<file path="src/trac_cfg.svh">
/*
 * offsets, field positions, reset values and limits of the trigger/read/averaging control block.
 * assumes a 32-bit classic Wishbone register bus with byte addresses in adr_i[7:0].
 */
`ifndef TRAC_CFG_SVH
`define TRAC_CFG_SVH

// ****************************************
// register offsets
// ****************************************
`define TRAC_OFS_CMD 8'h00
`define TRAC_OFS_CONFIG 8'h04
`define TRAC_OFS_AVG_COUNT 8'h08
`define TRAC_OFS_STATUS 8'h0C
`define TRAC_OFS_RES_STAT 8'h10
`define TRAC_OFS_RES_PRI 8'h14
`define TRAC_OFS_RES_SEC 8'h18

// ****************************************
// command register bits (write one to act)
// ****************************************
`define TRAC_CMD_INIT 0
`define TRAC_CMD_READ 1
`define TRAC_CMD_DCLR 2
`define TRAC_CMD_RST 3
`define TRAC_CMD_PANEL_INIT 4
`define TRAC_CMD_BUS_TRIG 5

// ****************************************
// config register bits
// ****************************************
`define TRAC_CFG_CONT 0
`define TRAC_CFG_AVG_EN 1
`define TRAC_CFG_OPEN_FMT 2

// ****************************************
// averaging count register fields
// ****************************************
`define TRAC_AVG_VAL_MSB 8
`define TRAC_AVG_KEY_LSB 9
`define TRAC_AVG_KEY_MSB 10
`define TRAC_AVG_PANEL 31
`define TRAC_AVG_KEY_NUM 2'h0
`define TRAC_AVG_KEY_MIN 2'h1
`define TRAC_AVG_KEY_MAX 2'h2
`define TRAC_AVG_MIN 9'h001
`define TRAC_AVG_MAX 9'h100
`define TRAC_AVG_AUTO_ON 9'h002

// ****************************************
// status and result fields
// ****************************************
`define TRAC_ST_PENDING 2
`define TRAC_ST_VALID 3
`define TRAC_RES_VALID 31

// ****************************************
// reset values
// ****************************************
`define TRAC_RST_CONT 1'b1
`define TRAC_RST_AVG_EN 1'b0
`define TRAC_RST_AVG_COUNT 9'h001
`define TRAC_RST_OPEN_FMT 1'b0

`endif

</file>
<file path="src/trac_pkg.sv">
/*
 * types of the trigger/read/averaging control block.
 * assumes trac_cfg.svh for all numeric constants.
 */
`default_nettype none

package trac_pkg;

	// trigger system states
	typedef enum logic [1:0] {
		TRS_IDLE,
		TRS_WAIT,
		TRS_MEAS
	} trac_trig_e;

	// one measurement result from the engine
	typedef struct packed {
		logic [7:0] status;
		logic [31:0] primary;
		logic [31:0] secondary;
		logic [1:0] extra_kind;
		logic [7:0] extra;
	} trac_result_s;

	// register access handed from the bus slave, valid in the ack cycle
	typedef struct packed {
		logic stb;
		logic we;
		logic [7:0] addr;
		logic [3:0] sel;
		logic [31:0] wdata;
	} trac_acc_s;

	// bus slave state
	typedef struct packed {
		logic ack;
		logic [31:0] dat;
	} trac_wb_s;

	// control state
	typedef struct packed {
		trac_trig_e state;
		logic pending;
		logic cont;
		logic avg_en;
		logic [8:0] avg_count;
		logic open_fmt;
		trac_result_s res;
		logic res_valid;
		logic start;
		logic abort;
		logic [24:0] acq;
	} trac_state_s;

endpackage

`default_nettype wire

</file>
<file path="src/trac_ctrl.sv">
/*
 * trigger state machine, read query, averaging and open-correction format control.
 * assumes a measurement engine that takes a start pulse, honours abort and reports done with its result.
 */
// The Wishbone register port and the address map were decided locally.
// How it works
// - init command moves idle to trigger waiting
// - read query aborts measurement, enters waiting
// - read returns result of next measurement
// - result holds status, primary, secondary, extra
// - pending read blocks commands, bus trigger ignored
// - device clear releases blocked read wait
// - averaging count 1 to 256, MIN/MAX
// - acquisition time is count times base, count taken as 1 while averaging off
// - averaging applied only while enabled
// - count reads back as plain integer
// - panel count sets averaging on or off
// - open-correction format held and read back
// - continuous initiation rearms after each measurement
// - continuous on at power-up, off by reset command
`timescale 1ns/100ps
`default_nettype none
`include "trac_cfg.svh"

module trac_ctrl
	import trac_pkg::*;
(
	// clock and reset
	input wire logic clk_i,
	input wire logic rst_i,
	// wishbone
	input wire logic wb_cyc_i,
	input wire logic wb_stb_i,
	input wire logic wb_we_i,
	input wire logic [7:0] wb_adr_i,
	input wire logic [3:0] wb_sel_i,
	input wire logic [31:0] wb_dat_i,
	output logic [31:0] wb_dat_o,
	output logic wb_ack_o,
	// trigger
	input wire logic trigger_i,
	// measurement engine
	input wire logic [15:0] base_interval_i,
	input wire logic meas_done_i,
	input wire trac_result_s meas_result_i,
	output logic meas_start_o,
	output logic meas_abort_o,
	output logic [8:0] meas_avg_count_o,
	output logic [24:0] acq_cycles_o,
	output logic conductance_susceptance_format_o,
	output logic parallel_cap_conductance_format_o
);

	trac_state_s r;
	trac_state_s next_r;
	trac_acc_s acc;
	logic [7:0] raddr;
	logic [31:0] rdata;
	logic wr;
	logic cmd_wr;
	logic dclr;
	logic init;
	logic rq;
	logic rst_cmd;
	logic panel_init;
	logic bus_trig;
	logic cfg_wr;
	logic cnt_wr;
	logic trig_ok;
	logic res_rd;
	logic [8:0] cnt_val;

	// ****************************************
	// helpers
	// ****************************************
	function automatic logic [24:0] acq_time(input logic [8:0] cnt, input logic [15:0] base);
		acq_time = {16'h0000, cnt} * {9'h000, base};
	endfunction

	function automatic logic [8:0] eff_count(input logic en, input logic [8:0] cnt);
		eff_count = en ? cnt : `TRAC_AVG_MIN;
	endfunction

	function automatic logic [1:0] state_code(input trac_trig_e s);
		case (s)
			TRS_IDLE: state_code = 2'h0;
			TRS_WAIT: state_code = 2'h1;
			TRS_MEAS: state_code = 2'h2;
			default: state_code = 2'h3;
		endcase
	endfunction

	// ****************************************
	// bus slave
	// ****************************************
	trac_wb_slave u_wb (
		.clk_i(clk_i),
		.rst_i(rst_i),
		.cyc_i(wb_cyc_i),
		.stb_i(wb_stb_i),
		.we_i(wb_we_i),
		.adr_i(wb_adr_i),
		.sel_i(wb_sel_i),
		.dat_i(wb_dat_i),
		.dat_o(wb_dat_o),
		.ack_o(wb_ack_o),
		.rdata_i(rdata),
		.acc_o(acc),
		.raddr_o(raddr)
	);

	// ****************************************
	// read mux
	// ****************************************
	always_comb begin
		rdata = 32'h0000_0000;
		case (raddr)
			`TRAC_OFS_CONFIG: begin
				rdata[`TRAC_CFG_CONT] = r.cont;
				rdata[`TRAC_CFG_AVG_EN] = r.avg_en;
				rdata[`TRAC_CFG_OPEN_FMT] = r.open_fmt;
			end
			`TRAC_OFS_AVG_COUNT: begin
				rdata[`TRAC_AVG_VAL_MSB:0] = r.avg_count;
			end
			`TRAC_OFS_STATUS: begin
				rdata[1:0] = state_code(r.state);
				rdata[`TRAC_ST_PENDING] = r.pending;
				rdata[`TRAC_ST_VALID] = r.res_valid;
			end
			`TRAC_OFS_RES_STAT: begin
				rdata[7:0] = r.res.status;
				rdata[9:8] = r.res.extra_kind;
				rdata[23:16] = r.res.extra;
				rdata[`TRAC_RES_VALID] = r.res_valid;
			end
			`TRAC_OFS_RES_PRI: begin
				rdata = r.res.primary;
			end
			`TRAC_OFS_RES_SEC: begin
				rdata = r.res.secondary;
			end
			default: begin
				rdata = 32'h0000_0000;
			end
		endcase
	end

	// ****************************************
	// command decode
	// ****************************************
	always_comb begin
		wr = acc.stb && acc.we;
		cmd_wr = wr && (acc.addr == `TRAC_OFS_CMD) && acc.sel[0];
		// device clear is the only command honoured while a read is pending
		dclr = cmd_wr && acc.wdata[`TRAC_CMD_DCLR];
		init = cmd_wr && !r.pending && acc.wdata[`TRAC_CMD_INIT];
		rq = cmd_wr && !r.pending && acc.wdata[`TRAC_CMD_READ] && !dclr;
		rst_cmd = cmd_wr && !r.pending && acc.wdata[`TRAC_CMD_RST];
		panel_init = cmd_wr && !r.pending && acc.wdata[`TRAC_CMD_PANEL_INIT];
		bus_trig = cmd_wr && !r.pending && acc.wdata[`TRAC_CMD_BUS_TRIG];
		cfg_wr = wr && !r.pending && (acc.addr == `TRAC_OFS_CONFIG) && acc.sel[0];
		cnt_wr = wr && !r.pending && (acc.addr == `TRAC_OFS_AVG_COUNT);
		res_rd = acc.stb && !acc.we && (acc.addr == `TRAC_OFS_RES_STAT);
		// the read query itself never triggers; trigger comes separately
		trig_ok = (r.state == TRS_WAIT) && (trigger_i || bus_trig) && !rq && !dclr;
		case (acc.wdata[`TRAC_AVG_KEY_MSB:`TRAC_AVG_KEY_LSB])
			`TRAC_AVG_KEY_MIN: cnt_val = `TRAC_AVG_MIN;
			`TRAC_AVG_KEY_MAX: cnt_val = `TRAC_AVG_MAX;
			default: cnt_val = acc.wdata[`TRAC_AVG_VAL_MSB:0];
		endcase
	end

	// ****************************************
	// control state
	// ****************************************
	always_comb begin
		next_r = r;
		next_r.start = 1'b0;
		next_r.abort = 1'b0;
		next_r.acq = acq_time(eff_count(r.avg_en, r.avg_count), base_interval_i);
		// configuration
		if (cfg_wr) begin
			next_r.cont = acc.wdata[`TRAC_CFG_CONT];
			next_r.avg_en = acc.wdata[`TRAC_CFG_AVG_EN];
			next_r.open_fmt = acc.wdata[`TRAC_CFG_OPEN_FMT];
		end
		if (cnt_wr && acc.sel[3] && acc.sel[1] && acc.sel[0]) begin
			if (cnt_val >= `TRAC_AVG_MIN && cnt_val <= `TRAC_AVG_MAX) begin
				next_r.avg_count = cnt_val;
				if (acc.wdata[`TRAC_AVG_PANEL]) begin
					next_r.avg_en = (cnt_val >= `TRAC_AVG_AUTO_ON);
				end
			end
		end
		if (rst_cmd) begin
			next_r.cont = 1'b0;
		end
		if (panel_init) begin
			next_r.cont = 1'b1;
		end
		// a result read clears valid; a completing measurement below still wins
		if (res_rd) begin
			next_r.res_valid = 1'b0;
		end
		// trigger system
		case (r.state)
			TRS_IDLE: begin
				if (init) begin
					next_r.state = TRS_WAIT;
				end
			end
			TRS_WAIT: begin
				if (trig_ok) begin
					next_r.start = 1'b1;
					next_r.state = TRS_MEAS;
				end
			end
			TRS_MEAS: begin
				if (meas_done_i) begin
					next_r.res = meas_result_i;
					next_r.res_valid = 1'b1;
					next_r.pending = 1'b0;
					next_r.state = r.cont ? TRS_WAIT : TRS_IDLE;
				end
			end
			default: begin
				next_r.state = TRS_IDLE;
			end
		endcase
		if (rq) begin
			next_r.abort = (r.state == TRS_MEAS);
			next_r.state = TRS_WAIT;
			next_r.pending = 1'b1;
			next_r.res_valid = 1'b0;
		end
		if (dclr) begin
			next_r.abort = (r.state == TRS_MEAS);
			next_r.state = TRS_IDLE;
			next_r.pending = 1'b0;
		end
	end

	always_ff @(posedge clk_i) begin
		if (rst_i) begin
			r <= '0;
			r.state <= TRS_IDLE;
			r.cont <= `TRAC_RST_CONT;
			r.avg_en <= `TRAC_RST_AVG_EN;
			r.avg_count <= `TRAC_RST_AVG_COUNT;
			r.open_fmt <= `TRAC_RST_OPEN_FMT;
		end else begin
			r <= next_r;
		end
	end

	// ****************************************
	// outputs
	// ****************************************
	assign meas_start_o = r.start;
	assign meas_abort_o = r.abort;
	assign meas_avg_count_o = eff_count(r.avg_en, r.avg_count);
	assign acq_cycles_o = r.acq;
	assign conductance_susceptance_format_o = !r.open_fmt;
	assign parallel_cap_conductance_format_o = r.open_fmt;

	// ****************************************
	// checks
	// ****************************************
	chk_init_from_idle:
	assert property (@(posedge clk_i) disable iff (rst_i)
		(r.state == TRS_IDLE && init && !rq && !dclr) |=> r.state == TRS_WAIT)
		else $error("init did not leave idle");

	chk_read_query_wait:
	assert property (@(posedge clk_i) disable iff (rst_i)
		(rq && r.state == TRS_MEAS) |=> (r.state == TRS_WAIT && r.pending && meas_abort_o))
		else $error("read query did not abort into waiting");

	chk_read_result_ready:
	assert property (@(posedge clk_i) disable iff (rst_i)
		(r.pending && r.state == TRS_MEAS && meas_done_i && !dclr) |=> (r.res_valid && !r.pending))
		else $error("read result not delivered");

	chk_result_copy:
	assert property (@(posedge clk_i) disable iff (rst_i)
		(r.state == TRS_MEAS && meas_done_i && !dclr && !rq) |=> r.res == $past(meas_result_i))
		else $error("result fields not captured");

	chk_bus_trig_blocked:
	assert property (@(posedge clk_i) disable iff (rst_i)
		(r.pending && r.state == TRS_WAIT && !trigger_i && !dclr) |=> (r.state == TRS_WAIT && !meas_start_o))
		else $error("bus trigger ran while read pending");

	chk_dclr_release:
	assert property (@(posedge clk_i) disable iff (rst_i)
		dclr |=> (!r.pending && r.state == TRS_IDLE))
		else $error("device clear did not release");

	chk_count_in_range:
	assert property (@(posedge clk_i) disable iff (rst_i)
		r.avg_count >= `TRAC_AVG_MIN && r.avg_count <= `TRAC_AVG_MAX)
		else $error("averaging count out of range");

	chk_acq_product:
	assert property (@(posedge clk_i) disable iff (rst_i)
		!$past(rst_i) |->
		acq_cycles_o == $past({16'h0000, meas_avg_count_o}) * $past({9'h000, base_interval_i}))
		else $error("acquisition time mismatch");

	chk_avg_gate:
	assert property (@(posedge clk_i) disable iff (rst_i)
		!r.avg_en |-> meas_avg_count_o == `TRAC_AVG_MIN)
		else $error("averaging applied while off");

	chk_panel_auto:
	assert property (@(posedge clk_i) disable iff (rst_i)
		(cnt_wr && acc.wdata[`TRAC_AVG_PANEL] && &{acc.sel[3], acc.sel[1], acc.sel[0]} &&
		cnt_val >= `TRAC_AVG_MIN && cnt_val <= `TRAC_AVG_MAX) |=> r.avg_en == (r.avg_count >= `TRAC_AVG_AUTO_ON))
		else $error("panel count did not set averaging state");

	chk_fmt_hold:
	assert property (@(posedge clk_i) disable iff (rst_i)
		!cfg_wr |=> $stable(r.open_fmt))
		else $error("open format changed without write");

	chk_cont_rearm:
	assert property (@(posedge clk_i) disable iff (rst_i)
		(r.state == TRS_MEAS && meas_done_i && !rq && !dclr) |=> r.state == ($past(r.cont) ? TRS_WAIT : TRS_IDLE))
		else $error("continuous initiation not honoured");

	chk_reset_cmd_cont:
	assert property (@(posedge clk_i) disable iff (rst_i)
		(rst_cmd && !panel_init) |=> !r.cont)
		else $error("reset command left continuous on");

	chk_one_start:
	assert property (@(posedge clk_i) disable iff (rst_i)
		meas_start_o |-> (r.state == TRS_MEAS && $past(r.state) == TRS_WAIT) ##1 !meas_start_o)
		else $error("trigger started other than one measurement");

endmodule

`default_nettype wire

</file>
<file path="src/trac_wb_slave.sv">
/*
 * classic Wishbone slave front end: one wait state, registered ack and read data.
 * assumes the master holds its request until it samples ack high.
 */
`timescale 1ns/100ps
`default_nettype none

module trac_wb_slave
	import trac_pkg::*;
(
	// clock and reset
	input wire logic clk_i,
	input wire logic rst_i,
	// wishbone
	input wire logic cyc_i,
	input wire logic stb_i,
	input wire logic we_i,
	input wire logic [7:0] adr_i,
	input wire logic [3:0] sel_i,
	input wire logic [31:0] dat_i,
	output logic [31:0] dat_o,
	output logic ack_o,
	// register side
	input wire logic [31:0] rdata_i,
	output trac_acc_s acc_o,
	output logic [7:0] raddr_o
);

	trac_wb_s r;
	trac_wb_s next_r;

	// ****************************************
	// handshake
	// ****************************************
	always_comb begin
		next_r = r;
		next_r.ack = cyc_i && stb_i && !r.ack;
		if (cyc_i && stb_i && !r.ack) begin
			next_r.dat = rdata_i;
		end
	end

	always_ff @(posedge clk_i) begin
		if (rst_i) begin
			r <= '0;
		end else begin
			r <= next_r;
		end
	end

	assign ack_o = r.ack;
	assign dat_o = r.dat;
	assign raddr_o = adr_i;
	// access commits at the edge where the master sees ack
	assign acc_o.stb = cyc_i && stb_i && r.ack;
	assign acc_o.we = we_i;
	assign acc_o.addr = adr_i;
	assign acc_o.sel = sel_i;
	assign acc_o.wdata = dat_i;

	chk_ack_one_cycle:
	assert property (@(posedge clk_i) disable iff (rst_i) r.ack |=> !r.ack)
		else $error("ack held longer than one cycle");

endmodule

`default_nettype wire

</file>
<file path="config.mk">
export PLATFORM = sky130hd
export DESIGN_NAME = trac_ctrl
export DESIGN_NICKNAME = d
export VERILOG_FILES = /design/src/trac_pkg.sv /design/src/trac_ctrl.sv /design/src/trac_wb_slave.sv
export VERILOG_INCLUDE_DIRS = /design/src /design/src/src
export SDC_FILE = /design/constraint.sdc
export NUM_CORES = 1
export LEC_CHECK = 0
export BUFFER_PORTS_ARGS = -buffer_cell sky130_fd_sc_hd__buf_2
export CAP_MARGIN = 20
export CORE_ASPECT_RATIO = 1.1
export CORE_UTILIZATION = 55
export CTS_CLUSTER_SIZE = 8
export DETAILED_ROUTE_END_ITERATION = 8
export GPL_TIMING_DRIVEN = 0
export HOLD_SLACK_MARGIN = 0.12
export PLACE_DENSITY = 0.77
export SYNTH_ARGS = -nofsm -noshare
export SYNTH_HDL_FRONTEND = slang
export SYNTH_HIERARCHICAL = 1
export SYNTH_SLANG_ARGS = --single-unit
export TNS_END_PERCENT = 20
</file>
<file path="constraint.sdc">
create_clock -name clk_i -period 10.5 [get_ports clk_i]
set_input_delay 0.525 -clock clk_i [delete_from_list [all_inputs] [get_ports clk_i]]
set_output_delay 0.525 -clock clk_i [all_outputs]
set_load 0.02 [all_outputs]
</file>
* Word level (Yosys, flattened, before mapping)
Cells that the tools add are included.
Operators by class: bitwise operators 1, multiplexer cells 29, eq/ne operators 16, reductions and logical operators 49, $mul 1, $lt $le $gt $ge 3
Operators by type and width (count):
- logical AND 1 bit | 27
- multiplier 9 x 16 -> 25 bit | 1
- == test 8 x 5 -> 1 bit, second input constant | 3
- one-hot mux 8 bit (3 select lines) | 1
- two-way mux 10 bit | 2
- one-hot mux 5 bit (4 select lines) | 1
- one-hot mux 3 bit (6 select lines) | 1
- one-hot mux 9 bit (2 select lines) | 1
- == test 8 x 4 -> 1 bit, second input constant | 2
- one-hot mux 7 bit (2 select lines) | 1
- one-hot mux 2 bit (3 select lines) | 2
- one-hot mux 6 bit (2 select lines) | 1
- two-way mux 1 bit | 10
- >= comparator 9 x 1 -> 1 bit, second input constant | 1
- >= comparator 9 x 2 -> 1 bit, second input constant | 1
- <= comparator 9 bit, second input constant | 1
- two-way mux 9 bit | 1
- inequality test 3 bit, second input constant | 3
- == test 8 x 3 -> 1 bit, second input constant | 1
- zero test 8 bit | 1
- two-way mux 2 bit | 4
- OR reduction 2 bit | 4
- zero test 1 bit | 6
- inequality test 2 bit, second input constant | 3
- other kinds (12) | 20
Word-level totals: word-level logic and storage cells 117, input port bits 149, register bits 158, output and inout port bits 71

* Depth between registers and ports, before layout
word-level depth 14, mapped depth 20, gate-level depth less buffers 18

* By module
The synthesis kept the hierarchy.
Modules (own cells, without submodules):
- trac_ctrl | sequential area each 2502.4 um^2, cells an instance 1259, times used 1, area each 10047.1 um^2
- trac_wb_slave | sequential area each 660.6 um^2, cells an instance 196, times used 1, area each 1900.6 um^2

* Least setup slack after synthesis
No wires, ideal clock.
path kind reg-to-reg, start point register r[120] (netlist name), end point register r (netlist bit acq_cycles_o[17]), path buffers 2, path slack 5.268 ns, period minus slack after synthesis 5.232 ns, library setup time 0.121 ns, data arrival time 5.111 ns, cell stages (with the launch flop) 19, required time 10.379 ns, cell sequence dfxtp_1 -> and2_1 -> clkbuf_1 -> clkbuf_1 -> nand2_1 -> fa_1 -> inv_1 -> fa_1 -> inv_1 -> fa_1 -> fa_1 -> inv_1 -> ha_1 -> o21ai_0 -> o21bai_1 -> a2111oi_0 -> or3_1 -> o311ai_0 -> mux2_2
On the way: word-level cells in the longest chain between the ends 2
RTL lines:
- start, declared | line trac_ctrl.sv:54 | trac_state_s r;
- start signal, assigned | line trac_ctrl.sv:253 | r <= next_r;
- two-way mux 9 bit (no source line)
- named net meas_avg_count_o[1] | line trac_ctrl.sv:48 | output logic [8:0] meas_avg_count_o,
- multiplier 9 x 16 -> 25 bit | line trac_ctrl.sv:77 | acq_time = {16'h0000, cnt} * {9'h000, base};
The timed path passes the listed nets, and every way through them passes these cells. A chain may end at the register's enable or synchronous reset.

* Final worst setup path
start point register r[120] (netlist name), end point register r (netlist bit acq_cycles_o[17])
On the way: word-level cells in the longest chain between the ends 2
RTL lines (line):
- two-way mux 9 bit (no source line)
- multiplier 9 x 16 -> 25 bit | trac_ctrl.sv:77
Every way passes these cells.

==> impl_metrics.json <==
{
  "crit_required_ns": 10.82,
  "grt_usage": 0.309,
  "met1_usage": 0.355,
  "critPathSlowestCell": "fa_1",
  "syn_inst": 1434,
  "numPortBuffers": 169,
  "final_area_um2": 13600,
  "antenna_found_initial": 0,
  "syn_avg_cell_area_um2": 8.22,
  "insertion_delay_ns": 0.44,
  "start_util": 0.567,
  "die_h_um": 156,
  "gr-total-overflow": 0,
  "use_met2": 0.542,
  "route.detailed.drc": 0,
  "skew_ns": 0.0143,
  "slowest_delay_ns": 0.54,
  "grt_use_met3": 0.0494,
  "insertedDiodeCount": 0,
  "drv_slew": 0,
  "fmax_mhz": 159,
  "internal_power_mw": 0.977,
  "synthesis.area_um2": 11800,
  "status": "complete, no violations",
  "fp.coreArea_um2": 20800,
  "start_kind": "register",
  "worst_setup_path_end_kind": "register",
  "cts-resized-gates": 0,
  "drive_gt1_frac": 0.174,
  "cap_violations": 0,
  "rows": 55,
  "gp_congestion": 0.931,
  "busiest_layer": "met2",
  "clk_pin_slew_ns": 0.08,
  "io_pins": 220,
  "grt_pass1_wl_um": 51900,
  "post-route-period-util": 0.600,
  "cts_tree": "built",
  "p_leak_nw": 6.41,
  "cp.arrival_ns": 6.63,
  "post-place-ws_ns": 4.27,
  "die_area_um2": 22000,
  "drt_iter0_markers": 706,
  "grt_max_degree": 19,
  "hp-class": "in -> reg",
  "cts_buffers": 17,
  "slew_headroom": 0.365,
  "cts_setup_buffers": 0,
  "layout_common_cells": "nand2_1 (261), buf_2 (170), dfxtp_1 (158)",
  "utilization": 0.654,
  "place_area_um2": 13000,
  "cts_sinks": 158,
  "grt_pass1_vias": 10213,
  "htreeDepth": 4,
  "cp_common_cell": "fa_1",
  "p_sw_frac": 0.279,
  "crit_chain": "and2_1, clkbuf_1, clkbuf_1, nand2_1, fa_1, inv_1, fa_1, inv_1, fa_1, fa_1, inv_1, ha_1, o21ai_0, o21bai_1, a2111oi_0, or3_1, o311ai_0, mux2_2",
  "hold_violations": 0,
  "final_common_cell": "nand2_1",
  "hpwlAfterDp_um": 25700,
  "antenna_left": 0,
  "drt_pass1_iterations": 5,
  "switchingPower_mw": 0.379,
  "vdd_ir_drop_max_uv": 109,
  "min_period_ns": 6.30,
  "p_clk_frac": 0.460,
  "clockBufferDepth": 2,
  "worst_pin_slew_ns": 0.952,
  "total_power_mw": 1.36,
  "crit_path_max_fanout": 10,
  "rsz0062_at_grt": "no",
  "worstSetupPathType": "reg -> reg",
  "yosysWarnings": 6,
  "vias": 10410,
  "die_w_um": 142,
  "setup_viol": 0,
  "routed_wl_um": 32800,
  "fin_setup_tns_ns": 0,
  "comb_power_share": 0.095,
  "holdWs_ns": 0.321,
  "fin_nets": 1917,
  "power_density_nw_per_um2": 99.8,
  "viasPerCell": 5.42,
  "p_seq_frac": 0.445,
  "cts_root_buffer": "clkbuf_16",
  "place_inst": 1888,
  "area_delta_synth_final_pct": 15.3,
  "wl_per_cell_um": 17.1,
  "fin_ws_ns": 4.20,
  "stdcell_count": 1920,
  "syn_nets": 1729,
  "hold_buffers": 0
}
[layout make-up]
| class | instances | area (um2) |
|---|---|---|
| fillers | 1851 | 7190 |
| well taps | 285 | 357 |
| clock inverters | 15 | 171 |
| repair buffers | 169 | 846 |
| flip-flops and latches | 158 | 3160 |
| clock buffers | 17 | 425 |
| multi-input cells | 988 | 7260 |
| plain buffers | 144 | 825 |
| inverters | 144 | 541 |
[power by group through the flow]
stage / logic (mW) / clock network (mW) / registers [mW]
2_1_floorplan: 0.0784 / 0 / 0.617
3_3_place_gp: 0.126 / 0 / 0.617
3_5_place_dp: 0.128 / 0 / 0.617
4_1_cts: 0.128 / 0.633 / 0.603
5_1_grt: 0.140 / 0.657 / 0.603
6_report: 0.129 / 0.624 / 0.603
[layer usage]
layer,vias up,share of wire
met5,-,0
met1,4920,0.39
met3,93,0.057
met2,418,0.50
li1,4979,-
met4,0,0.053
[sequential cells by signal, summed over array words and instances, names as in the netlist]
name and count:
acq_cycles_o 25, u_wb/dat_o 32, meas_abort_o 1, parallel_cap_conductance_format_o 1
meas_start_o 1, u_wb/ack_o 1, r 97
[worst max-delay path, delay by kind of cell (launching register included)]
kind,cells,cell delay (ns)
fa+ha+maj,5,2.36
compound gates,4,1.22
buf+inv,5,0.98
simple gates,3,0.76
flops,1,0.46
mux,1,0.40
[worst paths after layout]
path                                        start               end  slack [ns]  depth (start not counted)
worst min-delay path            meas_result_i[64]             r[92]        0.32                          3
worst min register to register              r[39]             r[39]        0.46                          2
worst max register to register             r[120]  acq_cycles_o[17]        4.20                         18
worst max-delay path                       r[120]  acq_cycles_o[17]        4.20                         18
(Power assumes the default switching activity.)
